`src/hdl/i2c_cmd_pkg.sv`:
```
// Overview of operation
// no transfer unless go bit set
// idle write start go: start, send, transmit
// idle write stop start go: start, send, stop
// idle read nack start: receive nack, receive
// idle read nack stop start: receive, stop
// idle read ack start: receive ack, receive
// transmit go: send next byte, stay
// stop alone: stop, back to idle
// transmit stop go: send, stop, idle
// transmit write restart: send, stay transmit
// write restart with stop: send, stop, idle
// transmit read restart nack: enter receive
// transmit read restart stop: send, stop, idle
// transmit read restart ack: enter receive
// receive go nack: receive byte, stay
// receive stop go: last byte, stop, idle
// receive ack go: receive, acknowledge, stay
// receive read restart nack: stay receive
// receive read restart stop: receive, stop, idle
// receive read restart ack: stay receive
// receive write restart: send, enter transmit
// software stops receive only after nack
// status invalid while busy; error on nack
// unlisted or illegal commands do nothing
package i2c_cmd_pkg;
   localparam logic [7:0] ADDR_SLAVE = 8'h00;
   localparam logic [7:0] ADDR_CMD = 8'h04;
   localparam logic [7:0] ADDR_DATA = 8'h08;
   localparam logic [7:0] ADDR_TPR = 8'h0C;
   localparam int CMD_GO = 0;
   localparam int CMD_START = 1;
   localparam int CMD_STOP = 2;
   localparam int CMD_ACK = 3;
   localparam int ST_BUSY = 0;
   localparam int ST_ERROR = 1;
   localparam int ST_ADRNAK = 2;
   localparam int ST_DATNAK = 3;
   localparam int ST_ARBLST = 4;
   localparam int ST_IDLE = 5;
   localparam int ST_BUSBSY = 6;
   localparam logic [6:0] TPR_RESET = 7'h01;
   localparam logic [7:0] SCL_LP = 8'h06;
   localparam logic [7:0] SCL_HP = 8'h04;
   localparam logic [1:0] AXI_OKAY = 2'h0;
   localparam logic [1:0] AXI_SLVERR = 2'h2;
   typedef enum {M_IDLE, M_TX, M_RX} mstate_t;
   typedef enum {P_IDLE, P_START, P_ADDR, P_BYTE, P_STOP} phase_t;
   typedef struct packed {
      logic do_start;
      logic do_addr;
      logic do_byte;
      logic is_read;
      logic ack;
      logic do_stop;
      logic valid;
   } action_t;
endpackage : i2c_cmd_pkg

```
`src/hdl/i2c_master_command_decoder.sv`:
```
`timescale 1ns/100ps
module i2c_master_command_decoder (
   input wire logic aclk,
   input wire logic aresetn,
   input wire logic [7:0] s_axi_awaddr,
   input wire logic s_axi_awvalid,
   output logic s_axi_awready,
   input wire logic [31:0] s_axi_wdata,
   input wire logic [3:0] s_axi_wstrb,
   input wire logic s_axi_wvalid,
   output logic s_axi_wready,
   output logic [1:0] s_axi_bresp,
   output logic s_axi_bvalid,
   input wire logic s_axi_bready,
   input wire logic [7:0] s_axi_araddr,
   input wire logic s_axi_arvalid,
   output logic s_axi_arready,
   output logic [31:0] s_axi_rdata,
   output logic [1:0] s_axi_rresp,
   output logic s_axi_rvalid,
   input wire logic s_axi_rready,
   input wire logic scl_in,
   output logic scl_out,
   output logic scl_oe,
   input wire logic sda_in,
   output logic sda_out,
   output logic sda_oe
);
   // registers
   logic [7:0] target_address_register, next_tar;
   logic [7:0] tx_data, next_tx_data, rx_data, next_rx_data;
   logic [6:0] tpr, next_tpr;
   logic err, next_err, adrnak, next_adrnak, datnak, next_datnak;
   logic arblst, next_arblst, busbsy, next_busbsy;
   logic aw_held, next_aw_held, w_held, next_w_held;
   logic [7:0] aw_addr, next_aw_addr;
   logic [31:0] w_data, next_w_data;
   logic bvalid, next_bvalid, rvalid, next_rvalid;
   logic [1:0] bresp, next_bresp, rresp, next_rresp;
   logic [31:0] rdata, next_rdata;
   i2c_cmd_pkg::mstate_t mstate, next_mstate, after_state, next_after;
   i2c_cmd_pkg::phase_t phase, next_phase;
   i2c_cmd_pkg::action_t act, next_act, dec;
   logic [3:0] bitn, next_bitn;
   logic [1:0] quarter, next_quarter;
   logic [15:0] tick, next_tick;
   logic [8:0] shreg, next_shreg;
   logic scl_drv, next_scl_drv, sda_drv, next_sda_drv;
   logic [1:0] scl_sync, sda_sync;
   logic scl_s, sda_s, sda_q;
   logic wr_go, busy, cmd_wr;
   logic [15:0] tick_max;
   logic [3:0] cmd;

   assign scl_s = scl_sync[1];
   assign sda_s = sda_sync[1];
   assign busy = (phase != i2c_cmd_pkg::P_IDLE);
   // quarter of one bit time, scaled from the timer period field
   // tick counts 0..tick_max, so the quarter length less one
   assign tick_max = 16'(((({9'h000, tpr} + 16'h0001)
                    * ({8'h00, i2c_cmd_pkg::SCL_LP} + {8'h00,
                       i2c_cmd_pkg::SCL_HP})) >> 1) - 16'h0001);

   // AXI4-Lite slave; address and data taken in either order
   assign s_axi_awready = !aw_held && !bvalid;
   assign s_axi_wready = !w_held && !bvalid;
   assign s_axi_arready = !rvalid;
   assign s_axi_bvalid = bvalid;
   assign s_axi_bresp = bresp;
   assign s_axi_rvalid = rvalid;
   assign s_axi_rresp = rresp;
   assign s_axi_rdata = rdata;
   assign wr_go = aw_held && w_held && !bvalid;
   assign cmd_wr = wr_go && !busy &&
                   {aw_addr[7:2], 2'h0} == i2c_cmd_pkg::ADDR_CMD;
   assign cmd = w_data[3:0];

   // command table; a write while busy is refused as illegal
   always_comb begin
      logic rd;
      logic [2:0] sg;
      rd = target_address_register[0];
      sg = {cmd[i2c_cmd_pkg::CMD_STOP], cmd[i2c_cmd_pkg::CMD_START],
            cmd[i2c_cmd_pkg::CMD_GO]};
      dec = '0;
      next_after = mstate;
      dec.ack = cmd[i2c_cmd_pkg::CMD_ACK];
      dec.is_read = rd;
      dec.do_stop = cmd[i2c_cmd_pkg::CMD_STOP];
      case (mstate)
         i2c_cmd_pkg::M_IDLE: begin
            if (sg[1:0] == 2'h3 && !(rd && dec.ack && dec.do_stop)) begin
               // see R2 see R3 see R4 see R5
               dec.valid = 1'b1;
               dec.do_start = 1'b1;
               dec.do_addr = 1'b1;
               dec.do_byte = 1'b1;
               next_after = dec.do_stop ? i2c_cmd_pkg::M_IDLE
                          : (rd ? i2c_cmd_pkg::M_RX : i2c_cmd_pkg::M_TX);
            end
         end
         i2c_cmd_pkg::M_TX, i2c_cmd_pkg::M_RX: begin
            if (sg == 3'h4) begin
               dec.valid = 1'b1;
               next_after = i2c_cmd_pkg::M_IDLE;
            end else if (sg[1:0] == 2'h1 && !(mstate == i2c_cmd_pkg::M_RX
                         && dec.ack && dec.do_stop)) begin
               // see R7 see R9 see R15 see R16
               dec.valid = 1'b1;
               dec.do_byte = 1'b1;
               dec.is_read = (mstate == i2c_cmd_pkg::M_RX);
               next_after = dec.do_stop ? i2c_cmd_pkg::M_IDLE : mstate;
            end else if (sg[1:0] == 2'h3 && !(rd && dec.ack && dec.do_stop))
            begin
               // see R10 see R11 see R12 see R14 see R18 see R19

               dec.valid = 1'b1;
               dec.do_start = 1'b1;
               dec.do_addr = 1'b1;
               dec.do_byte = 1'b1;
               // transmit state with read and stop sends, as tabled
               if (mstate == i2c_cmd_pkg::M_TX && rd && dec.do_stop)
                  dec.is_read = 1'b0;
               next_after = dec.do_stop ? i2c_cmd_pkg::M_IDLE
                          : (rd ? i2c_cmd_pkg::M_RX : i2c_cmd_pkg::M_TX);
            end
         end
         default: dec = '0;
      endcase
      if (busy) begin
         dec = '0;
         next_after = mstate;
      end
      if (!cmd[i2c_cmd_pkg::CMD_GO])
         dec.do_byte = 1'b0;
   end

   always_comb begin
      next_aw_held = aw_held;
      next_aw_addr = aw_addr;
      next_w_held = w_held;
      next_w_data = w_data;
      next_bvalid = bvalid;
      next_bresp = bresp;
      next_rvalid = rvalid;
      next_rresp = rresp;
      next_rdata = rdata;
      next_tar = target_address_register;
      next_tx_data = tx_data;
      next_tpr = tpr;
      next_act = act;
      if (s_axi_awvalid && s_axi_awready) begin
         next_aw_held = 1'b1;
         next_aw_addr = s_axi_awaddr;
      end
      if (s_axi_wvalid && s_axi_wready) begin
         next_w_held = 1'b1;
         next_w_data = s_axi_wdata;
      end
      if (wr_go) begin
         next_aw_held = 1'b0;
         next_w_held = 1'b0;
         next_bvalid = 1'b1;
         next_bresp = i2c_cmd_pkg::AXI_OKAY;
         case ({aw_addr[7:2], 2'h0})
            i2c_cmd_pkg::ADDR_SLAVE: next_tar = w_data[7:0];
            i2c_cmd_pkg::ADDR_DATA: if (!busy) next_tx_data = w_data[7:0];
            i2c_cmd_pkg::ADDR_TPR: next_tpr = w_data[6:0];
            // a refused command must not disturb the transfer under way
            i2c_cmd_pkg::ADDR_CMD: if (!busy) next_act = dec;
            default: next_bresp = i2c_cmd_pkg::AXI_SLVERR;
         endcase
      end
      if (bvalid && s_axi_bready)
         next_bvalid = 1'b0;
      if (s_axi_arvalid && s_axi_arready) begin
         next_rvalid = 1'b1;
         next_rresp = i2c_cmd_pkg::AXI_OKAY;
         next_rdata = '0;
         case ({s_axi_araddr[7:2], 2'h0})
            i2c_cmd_pkg::ADDR_SLAVE: next_rdata[7:0] = target_address_register;
            i2c_cmd_pkg::ADDR_DATA: next_rdata[7:0] = rx_data;
            i2c_cmd_pkg::ADDR_TPR: next_rdata[6:0] = tpr;
            i2c_cmd_pkg::ADDR_CMD: begin
               next_rdata[i2c_cmd_pkg::ST_BUSY] = busy;
               // error, nack and arbitration lost flags masked while busy, so they never look valid then
               next_rdata[i2c_cmd_pkg::ST_ERROR] = err && !busy;
               next_rdata[i2c_cmd_pkg::ST_ADRNAK] = adrnak && !busy;
               next_rdata[i2c_cmd_pkg::ST_DATNAK] = datnak && !busy;
               next_rdata[i2c_cmd_pkg::ST_ARBLST] = arblst && !busy;
               next_rdata[i2c_cmd_pkg::ST_IDLE] = !busy;
               next_rdata[i2c_cmd_pkg::ST_BUSBSY] = busbsy;
            end
            default: next_rresp = i2c_cmd_pkg::AXI_SLVERR;
         endcase
      end else if (rvalid && s_axi_rready)
         next_rvalid = 1'b0;
      if (phase == i2c_cmd_pkg::P_IDLE && act.valid)
         next_act.valid = 1'b0;
   end

   // bus engine: each bit is four quarters; scl low on 0,3, high on 1,2
   always_comb begin
      logic qend, last;
      qend = (tick == tick_max);
      last = qend && (quarter == 2'h3);
      next_tick = qend ? 16'h0000 : tick + 16'h0001;
      next_quarter = qend ? quarter + 2'h1 : quarter;
      next_phase = phase;
      next_bitn = bitn;
      next_shreg = shreg;
      next_scl_drv = scl_drv;
      next_sda_drv = sda_drv;
      next_err = err;
      next_adrnak = adrnak;
      next_datnak = datnak;
      next_arblst = arblst;
      next_rx_data = rx_data;
      next_mstate = mstate;
      // start and stop seen on the line
      next_busbsy = busbsy;
      if (scl_s && sda_q && !sda_s) next_busbsy = 1'b1;
      if (scl_s && !sda_q && sda_s) next_busbsy = 1'b0;
      case (phase)
         i2c_cmd_pkg::P_IDLE: begin
            next_tick = 16'h0000;
            next_quarter = 2'h0;
            if (act.valid) begin
               next_err = 1'b0;
               next_adrnak = 1'b0;
               next_datnak = 1'b0;
               next_arblst = 1'b0;
               next_phase = act.do_start ? i2c_cmd_pkg::P_START
                          : act.do_byte ? i2c_cmd_pkg::P_BYTE
                          : i2c_cmd_pkg::P_STOP;
               next_bitn = 4'h0;
               next_shreg = act.do_start ? {target_address_register, 1'b1}
                          : act.is_read ? {8'hFF, ~act.ack}
                          : {tx_data, 1'b1};
            end
         end
         i2c_cmd_pkg::P_START: begin
            // q0 release sda, q1 scl high, q2 sda low, scl low at the end of q3
            next_sda_drv = (quarter >= 2'h2) || (quarter == 2'h0 && 1'b0);
            next_scl_drv = (quarter == 2'h0 && scl_drv) || last;
            if (last) begin
               next_phase = i2c_cmd_pkg::P_ADDR;
               next_bitn = 4'h0;
            end
         end
         i2c_cmd_pkg::P_ADDR, i2c_cmd_pkg::P_BYTE: begin
            next_sda_drv = !shreg[8];
            next_scl_drv = (quarter == 2'h0) || (quarter == 2'h3);
            if (qend && quarter == 2'h1) begin
               if (bitn == 4'h8) begin
                  if (phase == i2c_cmd_pkg::P_ADDR && sda_s) begin
                     next_adrnak = 1'b1;
                     next_err = 1'b1;
                  end
                  if (phase == i2c_cmd_pkg::P_BYTE && !act.is_read && sda_s)
                  begin
                     next_datnak = 1'b1;
                     next_err = 1'b1;
                  end
               end else if (shreg[8] && !sda_s &&
                            !(phase == i2c_cmd_pkg::P_BYTE && act.is_read))
                  next_arblst = 1'b1;
               if (phase == i2c_cmd_pkg::P_BYTE && act.is_read && bitn < 4'h8)
                  next_rx_data = {rx_data[6:0], sda_s};
            end
            if (last) begin
               next_shreg = {shreg[7:0], 1'b1};
               next_bitn = bitn + 4'h1;
               if (bitn == 4'h8) begin
                  next_bitn = 4'h0;
                  next_shreg = act.is_read ? {8'hFF, ~act.ack}
                             : {tx_data, 1'b1};
                  if (phase == i2c_cmd_pkg::P_ADDR && !adrnak && act.do_byte)
                     next_phase = i2c_cmd_pkg::P_BYTE;
                  else
                     next_phase = (act.do_stop || adrnak) ?
                        i2c_cmd_pkg::P_STOP : i2c_cmd_pkg::P_IDLE;
                  if (next_phase == i2c_cmd_pkg::P_IDLE)
                     next_mstate = adrnak ? mstate : after_state;
               end
            end
         end
         i2c_cmd_pkg::P_STOP: begin
            // q0 sda low, q1 scl high, q2 sda release
            next_sda_drv = (quarter <= 2'h1);
            next_scl_drv = (quarter == 2'h0);
            if (last) begin
               next_phase = i2c_cmd_pkg::P_IDLE;
               next_mstate = i2c_cmd_pkg::M_IDLE;
            end
         end
         default: next_phase = i2c_cmd_pkg::P_IDLE;
      endcase
   end

   always_ff @(posedge aclk) begin
      scl_sync <= {scl_sync[0], scl_in};
      sda_sync <= {sda_sync[0], sda_in};
      if (!aresetn) begin
         aw_held <= 1'b0;
         aw_addr <= '0;
         w_held <= 1'b0;
         w_data <= '0;
         bvalid <= 1'b0;
         bresp <= i2c_cmd_pkg::AXI_OKAY;
         rvalid <= 1'b0;
         rresp <= i2c_cmd_pkg::AXI_OKAY;
         rdata <= '0;
         target_address_register <= '0;
         tx_data <= '0;
         rx_data <= '0;
         tpr <= i2c_cmd_pkg::TPR_RESET;
         act <= '0;
         after_state <= i2c_cmd_pkg::M_IDLE;
         mstate <= i2c_cmd_pkg::M_IDLE;
         phase <= i2c_cmd_pkg::P_IDLE;
         bitn <= '0;
         quarter <= '0;
         tick <= '0;
         shreg <= '1;
         scl_drv <= 1'b0;
         sda_drv <= 1'b0;
         err <= 1'b0;
         adrnak <= 1'b0;
         datnak <= 1'b0;
         arblst <= 1'b0;
         busbsy <= 1'b0;
         sda_q <= 1'b1;
      end else begin
         aw_held <= next_aw_held;
         aw_addr <= next_aw_addr;
         w_held <= next_w_held;
         w_data <= next_w_data;
         bvalid <= next_bvalid;
         bresp <= next_bresp;
         rvalid <= next_rvalid;
         rresp <= next_rresp;
         rdata <= next_rdata;
         target_address_register <= next_tar;
         tx_data <= next_tx_data;
         rx_data <= next_rx_data;
         tpr <= next_tpr;
         act <= next_act;
         if (wr_go && {aw_addr[7:2], 2'h0} == i2c_cmd_pkg::ADDR_CMD && !busy)
            after_state <= next_after;
         mstate <= next_mstate;
         phase <= next_phase;
         bitn <= next_bitn;
         quarter <= next_quarter;
         tick <= next_tick;
         shreg <= next_shreg;
         scl_drv <= next_scl_drv;
         sda_drv <= next_sda_drv;
         err <= next_err;
         adrnak <= next_adrnak;
         datnak <= next_datnak;
         arblst <= next_arblst;
         busbsy <= next_busbsy;
         sda_q <= sda_s;
      end
   end

   // open drain: only ever pull low
   assign scl_out = 1'b0;
   assign sda_out = 1'b0;
   assign scl_oe = scl_drv;
   assign sda_oe = sda_drv;

   no_go_a: assert property (@(posedge aclk) disable iff (!aresetn)
      (cmd_wr && !cmd[0]) |=> !act.do_byte)
      else $error("byte launched without go");
   stop_only_a: assert property (@(posedge aclk)
      disable iff (!aresetn)
      (phase == i2c_cmd_pkg::P_STOP && next_phase == i2c_cmd_pkg::P_IDLE)
      |=> mstate == i2c_cmd_pkg::M_IDLE)
      else $error("stop did not return to idle");
   busy_hide_a: assert property (@(posedge aclk)
      disable iff (!aresetn)
      (s_axi_arvalid && s_axi_arready && busy &&
       {s_axi_araddr[7:2], 2'h0} == i2c_cmd_pkg::ADDR_CMD) |=> !rdata[1])
      else $error("error flag visible while busy");
   illegal_nop_a: assert property (@(posedge aclk)
      disable iff (!aresetn)
      (cmd_wr && cmd == 4'hF && target_address_register[0]) |=> !act.valid)
      else $error("illegal command acted on");
   idle_tx_a: assert property (@(posedge aclk) disable iff (!aresetn)
      (cmd_wr && mstate == i2c_cmd_pkg::M_IDLE &&
       !target_address_register[0] && cmd[2:0] == 3'h3) |=>
      (act.valid && act.do_start && !act.is_read &&
       after_state == i2c_cmd_pkg::M_TX))
      else $error("idle start send decoded wrong");
   tx_go_a: assert property (@(posedge aclk) disable iff (!aresetn)
      (cmd_wr && mstate == i2c_cmd_pkg::M_TX && cmd[2:0] == 3'h1) |=>
      (act.valid && act.do_byte && !act.do_start && !act.is_read &&
       after_state == i2c_cmd_pkg::M_TX))
      else $error("transmit send decoded wrong");
   cv_write_c: cover property (@(posedge aclk) phase == i2c_cmd_pkg::P_BYTE
      && !act.is_read);
   cv_read_c: cover property (@(posedge aclk) phase == i2c_cmd_pkg::P_BYTE
      && act.is_read);
   cv_stop_c: cover property (@(posedge aclk) phase == i2c_cmd_pkg::P_STOP);
endmodule : i2c_master_command_decoder

```
`config.mk`:
```
export PLATFORM = sky130hd
export DESIGN_NAME = i2c_master_command_decoder
export DESIGN_NICKNAME = d
export VERILOG_FILES = /design/src/hdl/i2c_cmd_pkg.sv /design/src/hdl/i2c_master_command_decoder.sv
export SDC_FILE = /design/constraint.sdc
export NUM_CORES = 1
export LEC_CHECK = 0
export BUFFER_PORTS_ARGS = -buffer_cell sky130_fd_sc_hd__buf_2
export CELL_PAD_IN_SITES_DETAIL_PLACEMENT = 1
export CELL_PAD_IN_SITES_GLOBAL_PLACEMENT = 1
export CORE_MARGIN = 5
export CORE_UTILIZATION = 44
export DETAILED_ROUTE_END_ITERATION = 12
export GPL_TIMING_DRIVEN = 0
export PLACE_DENSITY = 0.92
export SYNTH_ARGS = -nofsm -noshare
export SYNTH_HDL_FRONTEND = slang
export SYNTH_SLANG_ARGS = --single-unit
```
`constraint.sdc`:
```
create_clock -name aclk -period 5.4 [get_ports aclk]
set_input_delay 0.27 -clock aclk [delete_from_list [all_inputs] [get_ports aclk]]
set_output_delay 0.27 -clock aclk [all_outputs]
set_load 0.005 [all_outputs]
```
==> summary.md <==
| Metric | Value |
|---|---|
| Reg-to-Reg Start | `tpr[2]` |
| Syn avg cell area | `8.20 um2` |
| Net Sw Power | `0.754 mW` |
| Initial antenna violation count | `0` |
| Clock period minus worst slack | `5.12 ns` |
| Largest net degree at the start of global routing | `20` |
| Clk_skew | `0.0138 ns` |
| Placeable Area | `19300 um2` |
| Final Hold Fails | `0` |
| ANT nets after route | `0` |
| Die area | `22400 um2` |
| Area growth from synthesis to layout | `15.0%` |
| Hold Path Origin | `s_axi_rready` |
| Vias in the first global route | `8417` |
| Crit path launch type | `flip-flop` |
| Clk pwr share | `45.8%` |
| Post-synthesis sequential area ratio | `40.7%` |
| Static power due to leakage | `3.77 nW` |
| R2R cell count | `15` |
| Max-cap violations | `0` |
| Critical path arrival | `5.43 ns` |
| Final layout net count | `1227` |
| Initial Util | `44.5%` |
| Final wirelength | `26.1 mm` |
| Met3 GRT Util | `5.00%` |
| TNS Setup | `0 ns` |
| Clock Tree Root | `clkbuf_16` |
| Clock Pin Slew Worst Setup and Hold Paths | `0.07 ns` |
| Die span in y | `150 um` |
| Die W | `150 um` |
| Worst R2R End | `mstate[7]` |
| DR DRC count | `0` |
| RSZ-0062 raised after global routing | `no` |
| Global-route wire length before repair | `42.1 mm` |
| Post-detail-place hpwl | `18.3 mm` |
| Crit. End Element | `flip-flop` |
| Worst Hold Depth | `2` |
| I/O Pins | `106` |
| GR Util All Layers | `23.4%` |
| Drt via density | `5.60` |
| Hold Crit Endpoint | `s_axi_rvalid` |
| Final Cycle Share | `94.9%` |
| EDFF count, synth | `0` |
| Post-synthesis register bit count | `175` |
| Worst min path class | `input pin to flip-flop` |
| DRT Pass-1 Iters | `5` |
| Max-slew violations | `0` |
| Register share of total power | `48.1%` |
| Worst setup path class | `flip-flop to flip-flop` |
| Maximum root-to-sink buffer count | `2` |
| M2 GR Usage | `41.9%` |
| Diodes inserted | `0` |
| Clk_lat worst skew | `0.45 ns` |
| Vias | `7953` |
| CTS tree | `done` |
| FP Rows | `51` |
| Synth Cell Area | `8600 um2` |
| Total global routing overflow | `0` |
| Max H-tree Level | `4` |
| Comb power frac | `6.2%` |
| Gate Count Post-Synth | `1049` |
| Synth cell types | `74` |
| PD cells | `279 nW/um2` |
| M1 GR Usage | `27.1%` |
| Internal Power | `2.01 mW` |
| Layout cells sized above 1 | `11.0%` |
| Post-layout util | `51.2%` |
| Crit Path Max Fanout | `10` |
| R2R Setup Slk | `0.28 ns` |
| Drt first-iter violations | `448` |
| Pin slew with the least headroom to its limit | `0.928 ns` |
| Main flop type after synthesis | `dfxtp_1` |
| Outcome | `finished, final reports clean` |
| Yosys warning count | `0` |
| Final setup violation count | `0` |
| Worst vdd ir | `0.000222 V` |
| Wirelength per Cell | `18.4 um` |
| Sink Count | `175` |
| Slew margin rel. | `37.9%` |
| Share of flip-flops with an asynchronous set or reset | `0%` |
| Gpl congestion | `0.836` |
| WP data required | `5.71 ns` |
| Switching Fraction | `27.3%` |
| Total CTS buffers | `17` |
| Gr busiest metal | `met2` |
| PortBufs | `43` |
| Fmax | `0.195 GHz` |
[registers in the layout, summed over array words and instances (netlist names), 3 cells and up]
register / count
w_data: 8
shreg: 9
s_axi_rdata: 8
mstate: 32
tx_data: 8
rx_data: 8
target_address_register: 8
after_state: 32
phase: 3
tpr: 7
aw_addr: 6
bitn: 4
tick: 16
act: 6
[how the worst max path moves through the flow]
stage / cells after the start / startpoint / to / slack [ns]
floorplan: 14 / tpr[2] / phase[0] / 1.28
global placement: 16 / tpr[0] / tick[13] / 0.47
detailed placement: 14 / tpr[0] / rx_data[7] / 0.19
CTS: 16 / tpr[0] / tick[14] / 0.18
global route: 15 / tpr[2] / mstate[24] / 0.02
finish: 15 / tpr[2] / mstate[7] / 0.28
[critical path, cell delays in order, from the launching register on]
cell	delay (ns)
dfxtp_1	0.31
clkbuf_1	0.32
nand3_1	0.14
xor2_1	0.50
xnor2_1	0.15
ha_1	0.33
ha_1	0.37
and3_1	0.22
a221oi_2	0.43
mux2i_1	0.19
or4_4	0.57
nor4_4	0.48
nand4_2	0.39
clkbuf_1	0.35
nand3_1	0.16
o21ai_1	0.09
[cells in the final DEF (no fill, tap or decap), types with 22 or more instances in the layout]
cell type / count
a21oi_1: 74
buf_2: 46
buf_4: 29
clkbuf_1: 52
conb_1: 28
dfxtp_1: 175
ha_1: 23
inv_1: 22
mux2i_1: 53
nand2_1: 163
nand3_1: 52
nor2_1: 137
o21ai_0: 23
o21ai_1: 36
[repair_timing]
action | in CTS | in global routing
hold buffers | 2 | 0
setup buffers | 0 | 0
endpoints found under the hold margin | 2 | 0
resized for setup | 0 | 2
endpoints found under the setup margin | 0 | 18
[Yosys cell counts, drive strengths merged, types with 5 or more instances]
library cell | instances | share of area [%]
a22oi | 9 | 0.79
inv | 22 | 0.96
nor3 | 7 | 0.47
o22ai | 5 | 0.36
nor2 | 137 | 6.0
nor4 | 14 | 1.2
buf | 36 | 2.8
nand3 | 53 | 3.1
o21ai | 59 | 3.4
nand2 | 163 | 7.1
mux2i | 54 | 6.3
and3 | 10 | 0.73
nand2b | 14 | 1.0
a21oi | 74 | 4.3
a211oi | 6 | 0.52
dfxtp | 175 | 41
nor2b | 5 | 0.36
o311ai | 9 | 0.92
nand4 | 5 | 0.51
clkbuf | 52 | 2.3
xnor2 | 18 | 1.8
xor2 | 18 | 1.8
ha | 23 | 3.3
and2 | 9 | 0.65
or4 | 6 | 0.57
mux4 | 7 | 1.8
[routing by layer]
layer,share of wire (%),up-vias
met5,0,-
li1,-,3755
met4,2.8,0
met3,4.6,57
met2,51,201
met1,42,3940
[metrics by stage]
stage	cells	power, mW	setup slack (ns)	hold slack, ns	area [um2]
6_report	1419	2.76	0.276	0.0460	9890
3_5_place_dp	1385	1.52	0.189	0.317	9260
4_1_cts	1419	2.76	0.176	0.0435	9880
5_1_grt	1419	2.84	0.0164	0.0450	9890
3_3_place_gp	1384	1.51	0.473	0.315	9250
2_1_floorplan	1076	1.46	1.28	0.298	8700
[power by group through the flow]
stage          registers [mW]  logic, mW  clock network [mW]
2_1_floorplan            1.35      0.110                   0
3_3_place_gp             1.35      0.160                   0
3_5_place_dp             1.36      0.166                   0
4_1_cts                  1.33      0.169                1.27
5_1_grt                  1.33      0.188                1.33
6_report                 1.33      0.171                1.26
[cell type report]
cell class,instances,area (um2)
Fill cell,2367,9440
Multi-Input combinational cell,790,4680
Sequential cell,175,3500
Clock buffer,18,439
Buffer,88,439
Tap cell,265,332
Timing Repair Buffer,46,243
Clock inverter,14,168
Inverter,23,86.3
[kinds of logic (layout without fill, tap and decap cells)]
logic type	after synthesis	after routing	synth area share, %
compound gates	201	201	14.2
buf+inv	111	189	6.11
xor+xnor	36	36	3.67
fa+ha+maj	26	26	3.93
flops	175	175	40.7
other cells	1	28	0.0436
simple gates	436	436	23.0
mux	63	63	8.38
Note: power is estimated with default switching activity, not from simulation.
